==> src/srx_pkg.sv <==
package srx_pkg;
   // ----------------------------------------------------------------
   // serial port framing
   // ----------------------------------------------------------------
   localparam int          SRX_ADDR_W      = 15;
   localparam int          SRX_DATA_W      = 8;
   localparam logic [4:0]  SRX_INSTR_BITS  = 5'h10;
   localparam logic [4:0]  SRX_FRAME_BITS  = 5'h18;
   localparam int          SRX_RW_BIT      = 15;

   // ----------------------------------------------------------------
   // register offsets
   // ----------------------------------------------------------------
   localparam logic [14:0] SRX_ADDR_SYNC_PD  = 15'h0203;
   localparam logic [14:0] SRX_ADDR_CDR_RST  = 15'h0206;
   localparam logic [14:0] SRX_ADDR_CDR_MODE = 15'h0230;
   localparam logic [14:0] SRX_ADDR_EQ_01    = 15'h0250;

   // ----------------------------------------------------------------
   // reset values and writable bits
   // ----------------------------------------------------------------
   localparam logic [7:0]  SRX_SYNC_PD_RST   = 8'h00;
   localparam logic [7:0]  SRX_CDR_RST_RST   = 8'h01;
   localparam logic [7:0]  SRX_CDR_MODE_RST  = 8'h60;
   localparam logic [7:0]  SRX_EQ_01_RST     = 8'h88;
   localparam logic [7:0]  SRX_SYNC_PD_WMASK = 8'h03;
   localparam logic [7:0]  SRX_CDR_RST_WMASK = 8'h01;
   localparam logic [7:0]  SRX_FULL_WMASK    = 8'hFF;

   // ----------------------------------------------------------------
   // field positions
   // ----------------------------------------------------------------
   localparam int          SRX_PD_BIT        = 1;
   localparam int          SRX_CDR_RST_BIT   = 0;
   localparam int          SRX_HALF_RATE_BIT = 5;
   localparam int          SRX_DIV_LSB       = 1;
   localparam int          SRX_EQ1_LSB       = 4;
   localparam int          SRX_EQ0_LSB       = 0;
   localparam logic [3:0]  SRX_EQ_MANUAL     = 4'h0;

   // ----------------------------------------------------------------
   // oversampling division codes
   // ----------------------------------------------------------------
   typedef enum logic [1:0] {
      SRX_DIV_NONE = 2'b00,
      SRX_DIV_BY2  = 2'b01,
      SRX_DIV_BY4  = 2'b10,
      SRX_DIV_RSVD = 2'b11
   } srx_div_t;
endpackage

==> src/srx_phy_cfg.sv <==
// Summary of operation
// - bit 1 at 0x203 powers down sync buffer
// - bit 0 at 0x206 resets lane control, low
// - bit 5 enables half-rate recovery, reset one
// - bits 2:1 select oversampling division, reset zero
// - code 01 divides by two
// - code 10 divides by four
// - four-bit lane equalizer fields, zero means manual
`timescale 1ns/10ps
`default_nettype none
module srx_phy_cfg
   import srx_pkg::*;
(
   input  wire logic       clk,                           // register clock, 40 MHz
   input  wire logic       rst_n,                         // async reset, active low
   input  wire logic       spi_sclk,                      // serial clock
   input  wire logic       spi_csb,                       // chip select, active low
   input  wire logic       spi_sdi,                       // serial data in
   output var  logic       spi_sdo,                       // serial data out
   output var  logic       spi_sdo_oe,                    // serial data out enable
   output var  logic       sync_request_buffer_powerdown, // sync output buffer off
   output var  logic       recovery_logic_reset_n,        // lane control reset, low
   output var  logic       half_rate_recovery_enable,     // half-rate recovery
   output var  logic [1:0] division_rate,                 // raw division code
   output var  logic [1:0] oversample_shift,              // divide by 2**shift
   output var  logic       division_rate_reserved,        // code 11 programmed
   output var  logic [3:0] lane0_equalizer_setting,       // lane 0 boost code
   output var  logic [3:0] lane1_equalizer_setting,       // lane 1 boost code
   output var  logic       lane0_equalizer_manual,        // lane 0 manual mode
   output var  logic       lane1_equalizer_manual         // lane 1 manual mode
);
   // ----------------------------------------------------------------
   // state
   // ----------------------------------------------------------------
   typedef struct packed {
      logic [7:0] sync_pd;
      logic [7:0] cdr_rst;
      logic [7:0] cdr_mode;
      logic [7:0] eq01;
      logic [1:0] ovs_shift;
      logic       div_rsvd;
      logic       eq0_man;
      logic       eq1_man;
   } srx_cfg_st_t;

   srx_cfg_st_t st_reg;
   srx_cfg_st_t st_next;
   logic [14:0] reg_addr;
   logic        reg_wr;
   logic [7:0]  reg_wdata;
   logic [7:0]  reg_rdata;

   function automatic logic [7:0] merge(input logic [7:0] old, input logic [7:0] wd, input logic [7:0] m);
      merge = (old & ~m) | (wd & m);
   endfunction

   function automatic logic eq_is_manual(input logic [3:0] code);
      eq_is_manual = (code == SRX_EQ_MANUAL);
   endfunction

   // ----------------------------------------------------------------
   // serial port
   // ----------------------------------------------------------------
   srx_spi_port u_spi (
      .clk        (clk),
      .rst_n      (rst_n),
      .spi_sclk   (spi_sclk),
      .spi_csb    (spi_csb),
      .spi_sdi    (spi_sdi),
      .spi_sdo    (spi_sdo),
      .spi_sdo_oe (spi_sdo_oe),
      .reg_addr   (reg_addr),
      .reg_wr     (reg_wr),
      .reg_wdata  (reg_wdata),
      .reg_rdata  (reg_rdata)
   );

   // ----------------------------------------------------------------
   // read mux; unmapped addresses read zero
   // ----------------------------------------------------------------
   always_comb begin
      unique case (reg_addr)
         SRX_ADDR_SYNC_PD:  reg_rdata = st_reg.sync_pd & SRX_SYNC_PD_WMASK;
         SRX_ADDR_CDR_RST:  reg_rdata = st_reg.cdr_rst & SRX_CDR_RST_WMASK;
         SRX_ADDR_CDR_MODE: reg_rdata = st_reg.cdr_mode;
         SRX_ADDR_EQ_01:    reg_rdata = st_reg.eq01;
         default:           reg_rdata = 8'h00;
      endcase
   end

   // ----------------------------------------------------------------
   // register writes and decoded controls
   // ----------------------------------------------------------------
   always_comb begin
      st_next = st_reg;
      if (reg_wr) begin
         unique case (reg_addr)
            SRX_ADDR_SYNC_PD:  st_next.sync_pd = merge(st_reg.sync_pd, reg_wdata, SRX_SYNC_PD_WMASK);
            SRX_ADDR_CDR_RST:  st_next.cdr_rst = merge(st_reg.cdr_rst, reg_wdata, SRX_CDR_RST_WMASK);
            SRX_ADDR_CDR_MODE: st_next.cdr_mode = reg_wdata;
            SRX_ADDR_EQ_01:    st_next.eq01 = reg_wdata;
            default:           st_next = st_reg;
         endcase
      end
      // reserved code keeps full-rate sampling so the lanes never see a bogus ratio
      unique case (srx_div_t'(st_next.cdr_mode[SRX_DIV_LSB +: 2]))
         SRX_DIV_NONE: st_next.ovs_shift = 2'h0;
         SRX_DIV_BY2:  st_next.ovs_shift = 2'h1;
         SRX_DIV_BY4:  st_next.ovs_shift = 2'h2;
         SRX_DIV_RSVD: st_next.ovs_shift = 2'h0;
      endcase
      st_next.div_rsvd = (srx_div_t'(st_next.cdr_mode[SRX_DIV_LSB +: 2]) == SRX_DIV_RSVD);
      st_next.eq0_man  = eq_is_manual(st_next.eq01[SRX_EQ0_LSB +: 4]);
      st_next.eq1_man  = eq_is_manual(st_next.eq01[SRX_EQ1_LSB +: 4]);
   end

   always_ff @(posedge clk or negedge rst_n) begin
      if (!rst_n) begin
         st_reg.sync_pd   <= SRX_SYNC_PD_RST;
         st_reg.cdr_rst   <= SRX_CDR_RST_RST;
         st_reg.cdr_mode  <= SRX_CDR_MODE_RST;
         st_reg.eq01      <= SRX_EQ_01_RST;
         st_reg.ovs_shift <= 2'h0;
         st_reg.div_rsvd  <= 1'b0;
         st_reg.eq0_man   <= 1'b0;
         st_reg.eq1_man   <= 1'b0;
      end else begin
         st_reg <= st_next;
      end
   end

   // ----------------------------------------------------------------
   // outputs, each a register bit or field or a registered decode
   // ----------------------------------------------------------------
   assign sync_request_buffer_powerdown = st_reg.sync_pd[SRX_PD_BIT];
   assign recovery_logic_reset_n        = st_reg.cdr_rst[SRX_CDR_RST_BIT];
   assign half_rate_recovery_enable     = st_reg.cdr_mode[SRX_HALF_RATE_BIT];
   assign division_rate                 = st_reg.cdr_mode[SRX_DIV_LSB +: 2];
   assign oversample_shift              = st_reg.ovs_shift;
   assign division_rate_reserved        = st_reg.div_rsvd;
   assign lane0_equalizer_setting       = st_reg.eq01[SRX_EQ0_LSB +: 4];
   assign lane1_equalizer_setting       = st_reg.eq01[SRX_EQ1_LSB +: 4];
   assign lane0_equalizer_manual        = st_reg.eq0_man;
   assign lane1_equalizer_manual        = st_reg.eq1_man;
endmodule // srx_phy_cfg
`default_nettype wire

==> src/srx_spi_port.sv <==
`timescale 1ns/10ps
`default_nettype none
module srx_spi_port
   import srx_pkg::*;
(
   input  wire logic        clk,        // register clock
   input  wire logic        rst_n,      // async reset, active low
   input  wire logic        spi_sclk,   // serial clock, sampled
   input  wire logic        spi_csb,    // chip select, active low
   input  wire logic        spi_sdi,    // serial data in
   output var  logic        spi_sdo,    // serial data out
   output var  logic        spi_sdo_oe, // sdo driven
   output var  logic [14:0] reg_addr,   // instruction address
   output var  logic        reg_wr,     // write pulse
   output var  logic [7:0]  reg_wdata,  // write data
   input  wire logic [7:0]  reg_rdata   // read data at reg_addr
);
   // ----------------------------------------------------------------
   // state
   // ----------------------------------------------------------------
   typedef struct packed {
      logic        sclk_q;
      logic [4:0]  cnt;
      logic [15:0] instr;
      logic [7:0]  dat;
      logic [7:0]  rd_sh;
      logic        rd_loaded;
      logic        wr;
      logic        sdo;
      logic        sdo_oe;
   } srx_spi_st_t;

   srx_spi_st_t st_reg;
   srx_spi_st_t st_next;
   logic        rise;
   logic        fall;

   assign rise = spi_sclk & ~st_reg.sclk_q;
   assign fall = ~spi_sclk & st_reg.sclk_q;

   // ----------------------------------------------------------------
   // framing: 16 instruction bits then one data byte, msb first
   // ----------------------------------------------------------------
   always_comb begin
      st_next        = st_reg;
      st_next.sclk_q = spi_sclk;
      st_next.wr     = 1'b0;
      if (spi_csb) begin
         st_next.cnt       = 5'h00;
         st_next.rd_loaded = 1'b0;
         st_next.sdo       = 1'b0;
         st_next.sdo_oe    = 1'b0;
      end else begin
         if (rise && st_reg.cnt < SRX_FRAME_BITS) begin
            if (st_reg.cnt < SRX_INSTR_BITS) begin
               st_next.instr = {st_reg.instr[14:0], spi_sdi};
            end else begin
               st_next.dat = {st_reg.dat[6:0], spi_sdi};
            end
            st_next.cnt = st_reg.cnt + 5'h01;
            if (st_reg.cnt == SRX_FRAME_BITS - 5'h01 && !st_reg.instr[SRX_RW_BIT]) begin
               st_next.wr = 1'b1;
            end
         end
         // address settles one cycle before the byte is fetched
         if (st_reg.cnt == SRX_INSTR_BITS && st_reg.instr[SRX_RW_BIT] && !st_reg.rd_loaded) begin
            st_next.rd_sh     = reg_rdata;
            st_next.rd_loaded = 1'b1;
         end
         if (fall && st_reg.rd_loaded && st_reg.cnt < SRX_FRAME_BITS) begin
            st_next.sdo    = st_reg.rd_sh[7];
            st_next.rd_sh  = {st_reg.rd_sh[6:0], 1'b0};
            st_next.sdo_oe = 1'b1;
         end
      end
   end

   always_ff @(posedge clk or negedge rst_n) begin
      if (!rst_n) begin
         st_reg <= '0;
      end else begin
         st_reg <= st_next;
      end
   end

   assign spi_sdo    = st_reg.sdo;
   assign spi_sdo_oe = st_reg.sdo_oe;
   assign reg_addr   = st_reg.instr[14:0];
   assign reg_wr     = st_reg.wr;
   assign reg_wdata  = st_reg.dat;
endmodule // srx_spi_port
`default_nettype wire
==> config.mk <==
export PLATFORM = sky130hd
export DESIGN_NAME = srx_phy_cfg
export DESIGN_NICKNAME = d
export VERILOG_FILES = /design/src/srx_pkg.sv /design/src/srx_phy_cfg.sv /design/src/srx_spi_port.sv
export SDC_FILE = /design/constraint.sdc
export NUM_CORES = 1
export LEC_CHECK = 0
export BUFFER_PORTS_ARGS = -buffer_cell sky130_fd_sc_hd__buf_2
export CORE_MARGIN = 2
export CORE_UTILIZATION = 56
export DETAILED_ROUTE_END_ITERATION = 6
export HOLD_SLACK_MARGIN = 0.1
export PLACE_DENSITY = 0.73
export SLEW_MARGIN = 10
export SYNTH_ARGS = -nofsm -noshare
export SYNTH_HDL_FRONTEND = slang
export SYNTH_SLANG_ARGS = --single-unit
==> constraint.sdc <==
create_clock -name clk -period 4.35 [get_ports clk]
set_input_delay 0.87 -clock clk [delete_from_list [all_inputs] [get_ports clk]]
set_output_delay 0.87 -clock clk [all_outputs]
set_load 0.01 [all_outputs]
==> impl_metrics.csv, run 1 <==
group,metric,value,unit
setup_path,worstPathRequired,4.59,ns
power_and_ir_drop,power_density,402,nW/um^2
global_route,grt_pass1_vias,1646,
power_and_ir_drop,power,1.27,mW
clocking,cts_buffers,9,
setup_path,criticalPathCategory,"register to register",
routing,drtPass1Iterations,4,
routing,ant_nets,0,
setup_path,critPathLaunchType,"register",
routing,drc,0,
final_layout,drive_gt1_share,39.3,%
routing,vias,1734,
clocking,cts.sinks,66,
timing,max_clock_freq,0.359,GHz
logic_synthesis,synth_top_family_by_area,"multiplexers",
setup_path,end_kind,"register",
final_layout,fin_cells,312,
routing,wl_per_cell,15.9,um
setup_path,critPathTopFamily,"simple AND/OR/NAND/NOR gates",
place,hpwl,3460,um
logic_synthesis,synth_cells,217,
final_layout,final_nets,245,
setup_path,critPathBufInv,0,
logic_synthesis,netlist-cell-type-count,38,
final_layout,synthToLayoutAreaGrowth,9.95,%
clocking,postCtsSetupBuffers,0,
floorplan,rows,26,
worst_hold_path,min_path_cells,2,
floorplan,ios,25,
setup_path,ff2ff_setup_slack,1.57,ns
logic_synthesis,synth_mux_area_share,18.1,%
global_route,grt_pass1_wl,8050,um
logic_synthesis,synth-xor-area-share,0.917,%
routing,viasPerCell,5.56,
power_and_ir_drop,peakVddDrop,206,uV
place,placed_cells,297,
setup_path,reg2regPathDepth,5,
clocking,cts_resized,0,
setup_path,cpMaxStageDelayCell,"or4b_2",
setup_path,worstReg2RegStart,"u_spi.reg_addr[5]",
global_route,grtUsageTotal,19.6,%
clocking,cts_tree,"yes",
setup_path,arrival,3.02,ns
logic_synthesis,ys_seq_elements,66,
timing,fin_skew,0.00710,ns
final_layout,largest_reg_flops,16,
setup_path,startpoint,"u_spi.reg_addr[5]",
clocking,cts_max_level,3,
floorplan,start_util,57.2,%
timing,relSlewSlack,20.9,%
place,io_buffers,24,
worst_hold_path,min_from,"u_spi.st_reg[4]",
setup_path,cp_max_fo,10,
timing,min_period,2.78,ns
logic_synthesis,synthAdderAreaFrac,0.873,%
setup_path,crit_chain,"or4b_2 -> nor4_4 -> and2_1 -> mux2_2 -> nor4_1",
clocking,clkTransAtPathRegs,0.07,ns
worst_hold_path,min_to,"u_spi.st_reg[4]",
logic_synthesis,syn-cell-area,2870,um^2
floorplan,dieWidth,75.5,um
floorplan,die_h,75.5,um
logic_synthesis,yosys.area_share.simple,10.7,%
timing,hold_violations,0,
status,outcome,"finished, final reports clean",
power_and_ir_drop,leakagePower,1.52,nW
logic_synthesis,synth_warnings,0,
logic_synthesis,avgSynthCellArea,13.2,um^2
flow_run,max_cap_viol_count,0,
routing,first_iter_violations,121,
final_layout,final_common_cell,"dfrtp_1",
logic_synthesis,synth_fp_nets,224,
floorplan,die-area,5710,um^2
final_layout,most-common-layout-cells,"dfrtp_1 (61), mux2_2 (41), buf_2 (24)",
clocking,clkLatencyLatePin,0.34,ns
global_route,grt_max_degree,37,
worst_hold_path,hold_class,"register to register",
final_layout,num_antenna_cells,0,
routing,drt_wl_total,4950,um
setup_path,critPathMaxStageDelay,0.71,ns
timing,fin_crit_sh,64.0,%
global_route,overflow,0,
floorplan,core_area,5010,um^2
clocking,cts_hold_buf,0,
setup_path,r2r_end,"lane0_equalizer_manual",
global_route,antenna_found_initial,0,
timing,tightest_slew,1.18,ns
timing,slew_violations,0,
clocking,root_buffer,"clkbuf_8",
timing,setup_viol,0,
timing,rsz0062_at_grt,"false",
clocking,cts_buffer_depth,2,
timing,tns,0,ns
place,finalWeightedCongestion,0.787,
logic_synthesis,synth_compound_area_share,7.16,%
logic_synthesis,ys_seq_area_share,57.8,%
[synthesized netlist by cell type, drive strengths merged]
cell type  instances  area share [%]
a21o               1            0.26
a21oi              4            0.70
a221oi             1            0.31
a22o               1            0.35
a22oi             14             3.7
a31oi              1            0.22
and2               1            0.22
buf               13             3.4
clkbuf             2            0.26
dfrtp             61              53
dfstp              5             4.6
ha                 2            0.87
inv                6            0.79
mux2              41              16
mux2i              4             2.0
nand2              6             1.0
nand2b             1            0.22
nand3              3            0.52
nand3b             1            0.26
nand4              2            0.44
nand4b             1            0.31
nor2              14             1.8
nor2b              4            0.87
nor3               5            0.87
nor4               5             2.1
o21ai              8             1.4
o31ai              1            0.26
or2                1            0.22
or3                1            0.22
or4b               4             1.5
xnor2              1            0.31
xor2               2            0.61
[layer usage]
metal,global-route usage (%),wire length [um],vias to the layer above
li1,-,-,817
met1,28.8,2430,874
met2,26.8,2240,33
met3,6.75,193,10
met4,7.60,83,0
met5,0,0,-
[metrics by stage]
stage	hold slack [ns]	setup WS, ns	instance area [um^2]	util (%)
after detailed placement	0.471	1.60	2980	59.5
after global routing	0.530	1.38	3150	62.9
after global placement	0.471	1.71	2980	59.5
after floorplan	0.450	1.95	2870	-
final	0.488	1.57	3150	62.9
after CTS	0.485	1.57	3150	62.9
[cells by family after synthesis]
kind of cell,count (synthesis)
mux,45
xor+xnor,3
buf+inv,21
flops,66
simple gates,49
fa+ha+maj,2
compound gates,31
[power breakdown]
group          internal [mW]  total, mW  switching [mW]
Clock                  0.232      0.443           0.211
Combinational         0.0640      0.133          0.0688
Sequential             0.654      0.691          0.0374
Total                  0.950       1.27           0.318
[final cells by class]
class                      instances  area [um^2]
tap                               70         87.6
timing repair buffer              25          128
sequential                        66         1660
fill                             423         1860
clock buffer                      12          155
multi-input combinational        130         1090
inverter                           6         22.5
clock inverter                     3         15.0
[worst register-to-register path: cells and delay by family, from the launching register on]
family	cells	cell delay (ns)
flip-flops	1	0.42
AND/OR/NAND/NOR	4	1.87
multiplexers	1	0.39
[worst max path at each step]
stage / cells after the start / endpoint / slack [ns]
after detailed placement: 5 / lane1_equalizer_manual / 1.60
after CTS: 5 / lane0_equalizer_manual / 1.57
after global routing: 5 / lane0_equalizer_manual / 1.38
final: 5 / lane0_equalizer_manual / 1.57
after global placement: 5 / lane1_equalizer_manual / 1.71
after floorplan: 6 / lane1_equalizer_manual / 1.95
(Power assumes the default switching activity.)
==> run 2, diff against run 1 <==
ABC_AREA = 1   (was unset)
PLACE_DENSITY = 0.72   (was 0.73)
clock period = 2.9 ns   (was 4.35 ns; I/O delays follow)
==> impl_metrics.csv, run 2 <==
group,metric,value,unit
routing,viasPerCell,5.09,
routing,wl_per_cell,12.2,um
logic_synthesis,synth_fp_nets,361,
global_route,grt_max_degree,27,
final_layout,fill_cells,475,
place,placed_cells,433,
logic_synthesis,synth_edf_count,0,
logic_synthesis,ys_seq_elements,66,
final_layout,fin_cells,449,
global_route,grt_pass1_vias,2213,
routing,drtPass1Iterations,5,
timing,hold_violations,0,
flow_run,max_cap_viol_count,0,
floorplan,core_area,5440,um^2
setup_path,critPathLaunchType,"register",
final_layout,most-common-layout-cells,"nand2_1 (102), dfrtp_1 (61), inv_1 (40)",
clocking,cts_hold_buf,0,
setup_path,criticalPathCategory,"register to register",
setup_path,worstPathRequired,3.16,ns
power_and_ir_drop,leakagePower,1.88,nW
global_route,grtUsageTotal,20.5,%
power_and_ir_drop,peakVddDrop,441,uV
logic_synthesis,syn-cell-area,3110,um^2
clocking,cts_tree,"yes",
floorplan,start_util,57.3,%
clocking,cts_max_level,3,
setup_path,arrival,2.10,ns
floorplan,dieWidth,78.6,um
status,outcome,"finished, final reports clean",
logic_synthesis,yosysMostFrequentCell,"nand2_1",
clocking,clkLatencyLatePin,0.33,ns
setup_path,cp_max_fo,11,
logic_synthesis,netlist-cell-type-count,31,
timing,max_clock_freq,0.543,GHz
routing,vias,2286,
final_layout,largest_reg_flops,16,
setup_path,end_kind,"register",
global_route,antenna_found_initial,0,
routing,ant_nets,0,
timing,relSlewSlack,62.6,%
timing,tns,0,ns
global_route,grt_pass1_wl,9740,um
routing,first_iter_violations,132,
power_and_ir_drop,power_density,585,nW/um^2
timing,min_period,1.84,ns
floorplan,rows,27,
floorplan,die_h,78.6,um
logic_synthesis,synth_ff_type,"dfrtp_1",
clocking,clkTransAtPathRegs,0.07,ns
final_layout,final_common_cell,"nand2_1",
logic_synthesis,ys_seq_area_share,53.2,%
place,io_buffers,24,
logic_synthesis,synth_warnings,0,
timing,fin_crit_sh,63.5,%
final_layout,final_nets,379,
worst_hold_path,hold_class,"input port to asynchronous set/reset pin",
clocking,root_buffer,"clkbuf_8",
place,finalWeightedCongestion,0.838,
final_layout,drive_gt1_share,18.3,%
clocking,cts.sinks,66,
logic_synthesis,synth_top_area_share,49.0,%
floorplan,die-area,6170,um^2
logic_synthesis,synth_cells,354,
logic_synthesis,synth_common_cells,"nand2_1 (102), dfrtp_1 (61), inv_1 (40), nand3_1 (27), nor2_1 (23)",
clocking,cts_resized,0,
routing,drt_wl_total,5480,um
logic_synthesis,synth_area_leaders,"dfrtp_1 (49%), nand2_1 (12%), inv_1 (4.8%)",
place,hpwl,4020,um
logic_synthesis,async_flop_share,100,%
logic_synthesis,avgSynthCellArea,8.80,um^2
clocking,postCtsSetupBuffers,0,
timing,tightest_slew,0.559,ns
timing,setup_viol,0,
final_layout,synthToLayoutAreaGrowth,8.36,%
timing,rsz0062_at_grt,"false",
clocking,cts_buffer_depth,2,
floorplan,ios,25,
clocking,cts_buffers,9,
timing,slew_violations,0,
global_route,overflow,0,
final_layout,num_antenna_cells,0,
logic_synthesis,synth_area_leader_cell,"dfrtp_1",
routing,drc,0,
timing,fin_skew,0.00674,ns
==> run 2: cell types whose count changed after synthesis, moves of 4 or more <==
cell	before	now
mux2_2	41	9
inv_2	0	4
a22oi_1	14	0
inv_1	6	40
nand3_1	3	27
o21ai_0	8	15
nor2_1	14	23
a21oi_1	4	8
nand2_1	5	102
nor2b_1	4	0
nor3_1	5	1
o21ai_1	0	16
==> run 2: final cells by class <==
class | count | area, um^2 | area share (%)
timing repair buffer | 26 | 135 | 4.00
clock buffer | 16 | 170 | 5.04
sequential | 66 | 1660 | 49.1
tap | 72 | 90.1 | 2.67
multi-input combinational | 224 | 1150 | 34.1
inverter | 45 | 169 | 5.01
==> run 2: metal layers <==
layer  global-route usage, %  up-vias  routed length, um  part of all wire (%)
li1                        -     1142                  -                     -
met1                    25.7     1074               2490                    45
met2                    32.3       55               2590                    47
met3                    4.83       15                247                   4.5
met4                    12.1        0                151                   2.8
met5                       0        -                  0                     0
==> run 2: per-stage QoR <==
step	total power, mW	setup WS, ns	cell area (um^2)	hold WS, ns	util, %
floorplan	1.26	1.28	3110	0.284	-
global placement	1.31	0.981	3200	0.465	58.9
detailed placement	1.32	0.904	3200	0.465	58.9
CTS	2.00	1.08	3370	0.251	62.0
global route	2.08	0.824	3370	0.271	62.0
finish	1.98	1.06	3370	0.234	62.0
==> run 2: cells by family (layout without fill, tap and decap cells) <==
family | Yosys count | after routing | synth area share (%)
mux | 10 | 10 | 3.62
simple gates | 167 | 167 | 24.7
fa+ha+maj | 2 | 2 | 0.803
buf+inv | 64 | 87 | 9.76
compound gates | 45 | 45 | 7.83
flops | 66 | 66 | 53.2
==> run 2: path summary, 6_finish.rpt <==
path	endpoint	slack, ns	startpoint	depth (start not counted)
min in group clk	u_spi.st_reg[41]	0.36	spi_sclk	1
max in group asynchronous	st_reg[19]	1.91	rst_n	2
max reg2reg	u_spi.st_reg[5]	1.06	u_spi.st_reg[39]	7
min reg2reg	u_spi.st_reg[11]	0.48	u_spi.st_reg[11]	2
min	u_spi.reg_addr[13]	0.23	rst_n	1
max	u_spi.st_reg[5]	1.06	u_spi.st_reg[39]	7
==> run 2: worst max-delay path: stages, from the launching register on <==
cell and delay (ns):
dfrtp_1 0.41, nand2_1 0.16, nand4_1 0.38, nand2_1 0.18, nand2_1 0.19, inv_1 0.24
nor2_1 0.08, a21oi_1 0.12
==> run 2: power breakdown <==
part	internal (mW)	switching, mW	total, mW	leakage, nW
registers	0.998	0.0675	1.07	0.864
logic	0.0898	0.145	0.235	0.926
clock network	0.360	0.316	0.675	0.0850
total	1.45	0.528	1.98	1.88
==> run 3, diff against run 2 <==
clock period = 1.74 ns   (was 2.9 ns; I/O delays follow)
==> impl_metrics.csv, run 3 (synthesized netlist as in run 2, its figures left out) <==
group,metric,value,unit
setup_path,critPathTopFamily,"simple AND/OR/NAND/NOR gates",
routing,wl_per_cell,12.0,um
setup_path,reg2regPathDepth,9,
timing,relSlewSlack,67.1,%
flow_run,max_cap_viol_count,0,
clocking,clkTransAtPathRegs,0.07,ns
setup_path,end_kind,"register",
routing,drc,0,
routing,ant_nets,0,
final_layout,final_nets,387,
clocking,cts_buffers,9,
timing,max_clock_freq,0.639,GHz
routing,vias,2275,
worst_hold_path,hold_class,"input port to register",
final_layout,largest_reg_flops,16,
setup_path,cp_max_fo,10,
setup_path,r2r_end,"lane0_equalizer_manual",
floorplan,ios,25,
setup_path,worstReg2RegStart,"u_spi.reg_addr[5]",
timing,hold_violations,0,
final_layout,synthToLayoutAreaGrowth,11.7,%
floorplan,dieWidth,78.6,um
timing,setup_viol,0,
setup_path,arrival,1.84,ns
global_route,grt_pass1_wl,9810,um
setup_path,crit_top_cell,"nand2_1",
timing,tightest_slew,0.493,ns
power_and_ir_drop,leakagePower,1.93,nW
clocking,root_buffer,"clkbuf_8",
timing,whs,0.125,ns
worst_hold_path,min_path_cells,1,
status,outcome,"finished, final reports clean",
setup_path,crit_chain,"nor2_1 -> nand2_1 -> nor2_8 -> nand2_4 -> nor2_8 -> nand2_1 -> o21ai_1 -> nand2_1 -> nor2_1",
place,io_buffers,24,
routing,drtPass1Iterations,4,
floorplan,core_area,5440,um^2
global_route,grtUsageTotal,21.0,%
clocking,cts_tree,"yes",
worst_hold_path,min_from,"spi_sclk",
place,finalWeightedCongestion,0.806,
power_and_ir_drop,peakVddDrop,729,uV
setup_path,cpMaxStageDelayCell,"dfrtp_1",
global_route,grt_max_degree,33,
power_and_ir_drop,power_density,1000,nW/um^2
power_and_ir_drop,power,3.49,mW
setup_path,critPathLaunchType,"register",
routing,viasPerCell,4.98,
floorplan,die-area,6170,um^2
final_layout,most-common-layout-cells,"nand2_1 (102), dfrtp_1 (61), inv_1 (40)",
clocking,clkLatencyLatePin,0.35,ns
final_layout,drive_gt1_share,20.3,%
clocking,cts_max_level,3,
timing,worst_slack,0.174,ns
global_route,overflow,0,
setup_path,critPathMaxStageDelay,0.41,ns
timing,fin_crit_sh,90.0,%
setup_path,critPathBufInv,0,
global_route,antenna_found_initial,0,
global_route,grt_pass1_vias,2185,
worst_hold_path,min_to,"u_spi.st_reg[41]",
floorplan,start_util,57.3,%
final_layout,final_common_cell,"nand2_1",
floorplan,die_h,78.6,um
floorplan,rows,27,
timing,fin_skew,0.00884,ns
routing,first_iter_violations,151,
place,pre_cts_ws,0.118,ns
setup_path,worstPathRequired,2.02,ns
routing,drt_wl_total,5470,um
timing,slew_violations,0,
final_layout,post-route-util,63.9,%
final_layout,fill_cells,455,
clocking,cts.sinks,66,
setup_path,ff2ff_setup_slack,0.17,ns
setup_path,criticalPathCategory,"register to register",
timing,min_period,1.57,ns
timing,tns,0,ns
place,hpwl,3930,um
clocking,cts_buffer_depth,2,
final_layout,num_antenna_cells,0,
run 3: changes by cell type in the layout (fill, tap and decap cells not counted), sizes merged:
cell and change:
bufinv +1, buf +7, clkinv +1, clkbuf -2, dlygate4sd3 +1
run 3: cell type report:
| class | count | area (um^2) | area share [%] |
|---|---|---|---|
| clock inverters | 2 | 35.0 | 1.01 |
| multi-input cells | 224 | 1150 | 33.1 |
| repair buffers | 34 | 210 | 6.05 |
| inverters | 45 | 169 | 4.86 |
| well taps | 72 | 90.1 | 2.59 |
| flip-flops and latches | 66 | 1660 | 47.7 |
| clock buffers | 14 | 163 | 4.68 |
run 3: worst max path at each step:
stage | start | endpoint | cells after the start
2_1_floorplan | u_spi.reg_addr[14] | sync_request_buffer_powerdown | 8
3_3_place_gp | spi_sclk | u_spi.reg_addr[11] | 7
3_5_place_dp | spi_sclk | u_spi.reg_addr[11] | 7
4_1_cts | u_spi.reg_addr[13] | lane0_equalizer_manual | 7
5_1_grt | u_spi.reg_addr[5] | lane0_equalizer_manual | 9
6_report | u_spi.reg_addr[5] | lane0_equalizer_manual | 9
run 3: metrics by stage:
stage	cell area (um^2)	cells
after detailed placement	3250	438
after CTS	3460	455
after global placement	3250	438
after global routing	3480	457
after floorplan	3110	354
final	3480	457
run 3: timing repair:
item,CTS,global route
buffers inserted,0,2
gates resized for setup,0,0
setup endpoints to repair,0,10
endpoints found under the hold margin,17,0
hold buffers,1,0
run 3: power breakdown:
part	internal, mW	total, mW	switching, mW
registers	1.66	1.78	0.117
clock network	0.740	1.29	0.555
logic	0.166	0.411	0.245
run 3: metal layers:
metal / routed length, um / track usage [%] / part of all wire [%]
met5: 0 / 0 / 0
met4: 123 / 10.7 / 2.2
met3: 255 / 4.83 / 4.7
met2: 2480 / 32.6 / 45
met1: 2610 / 27.4 / 48
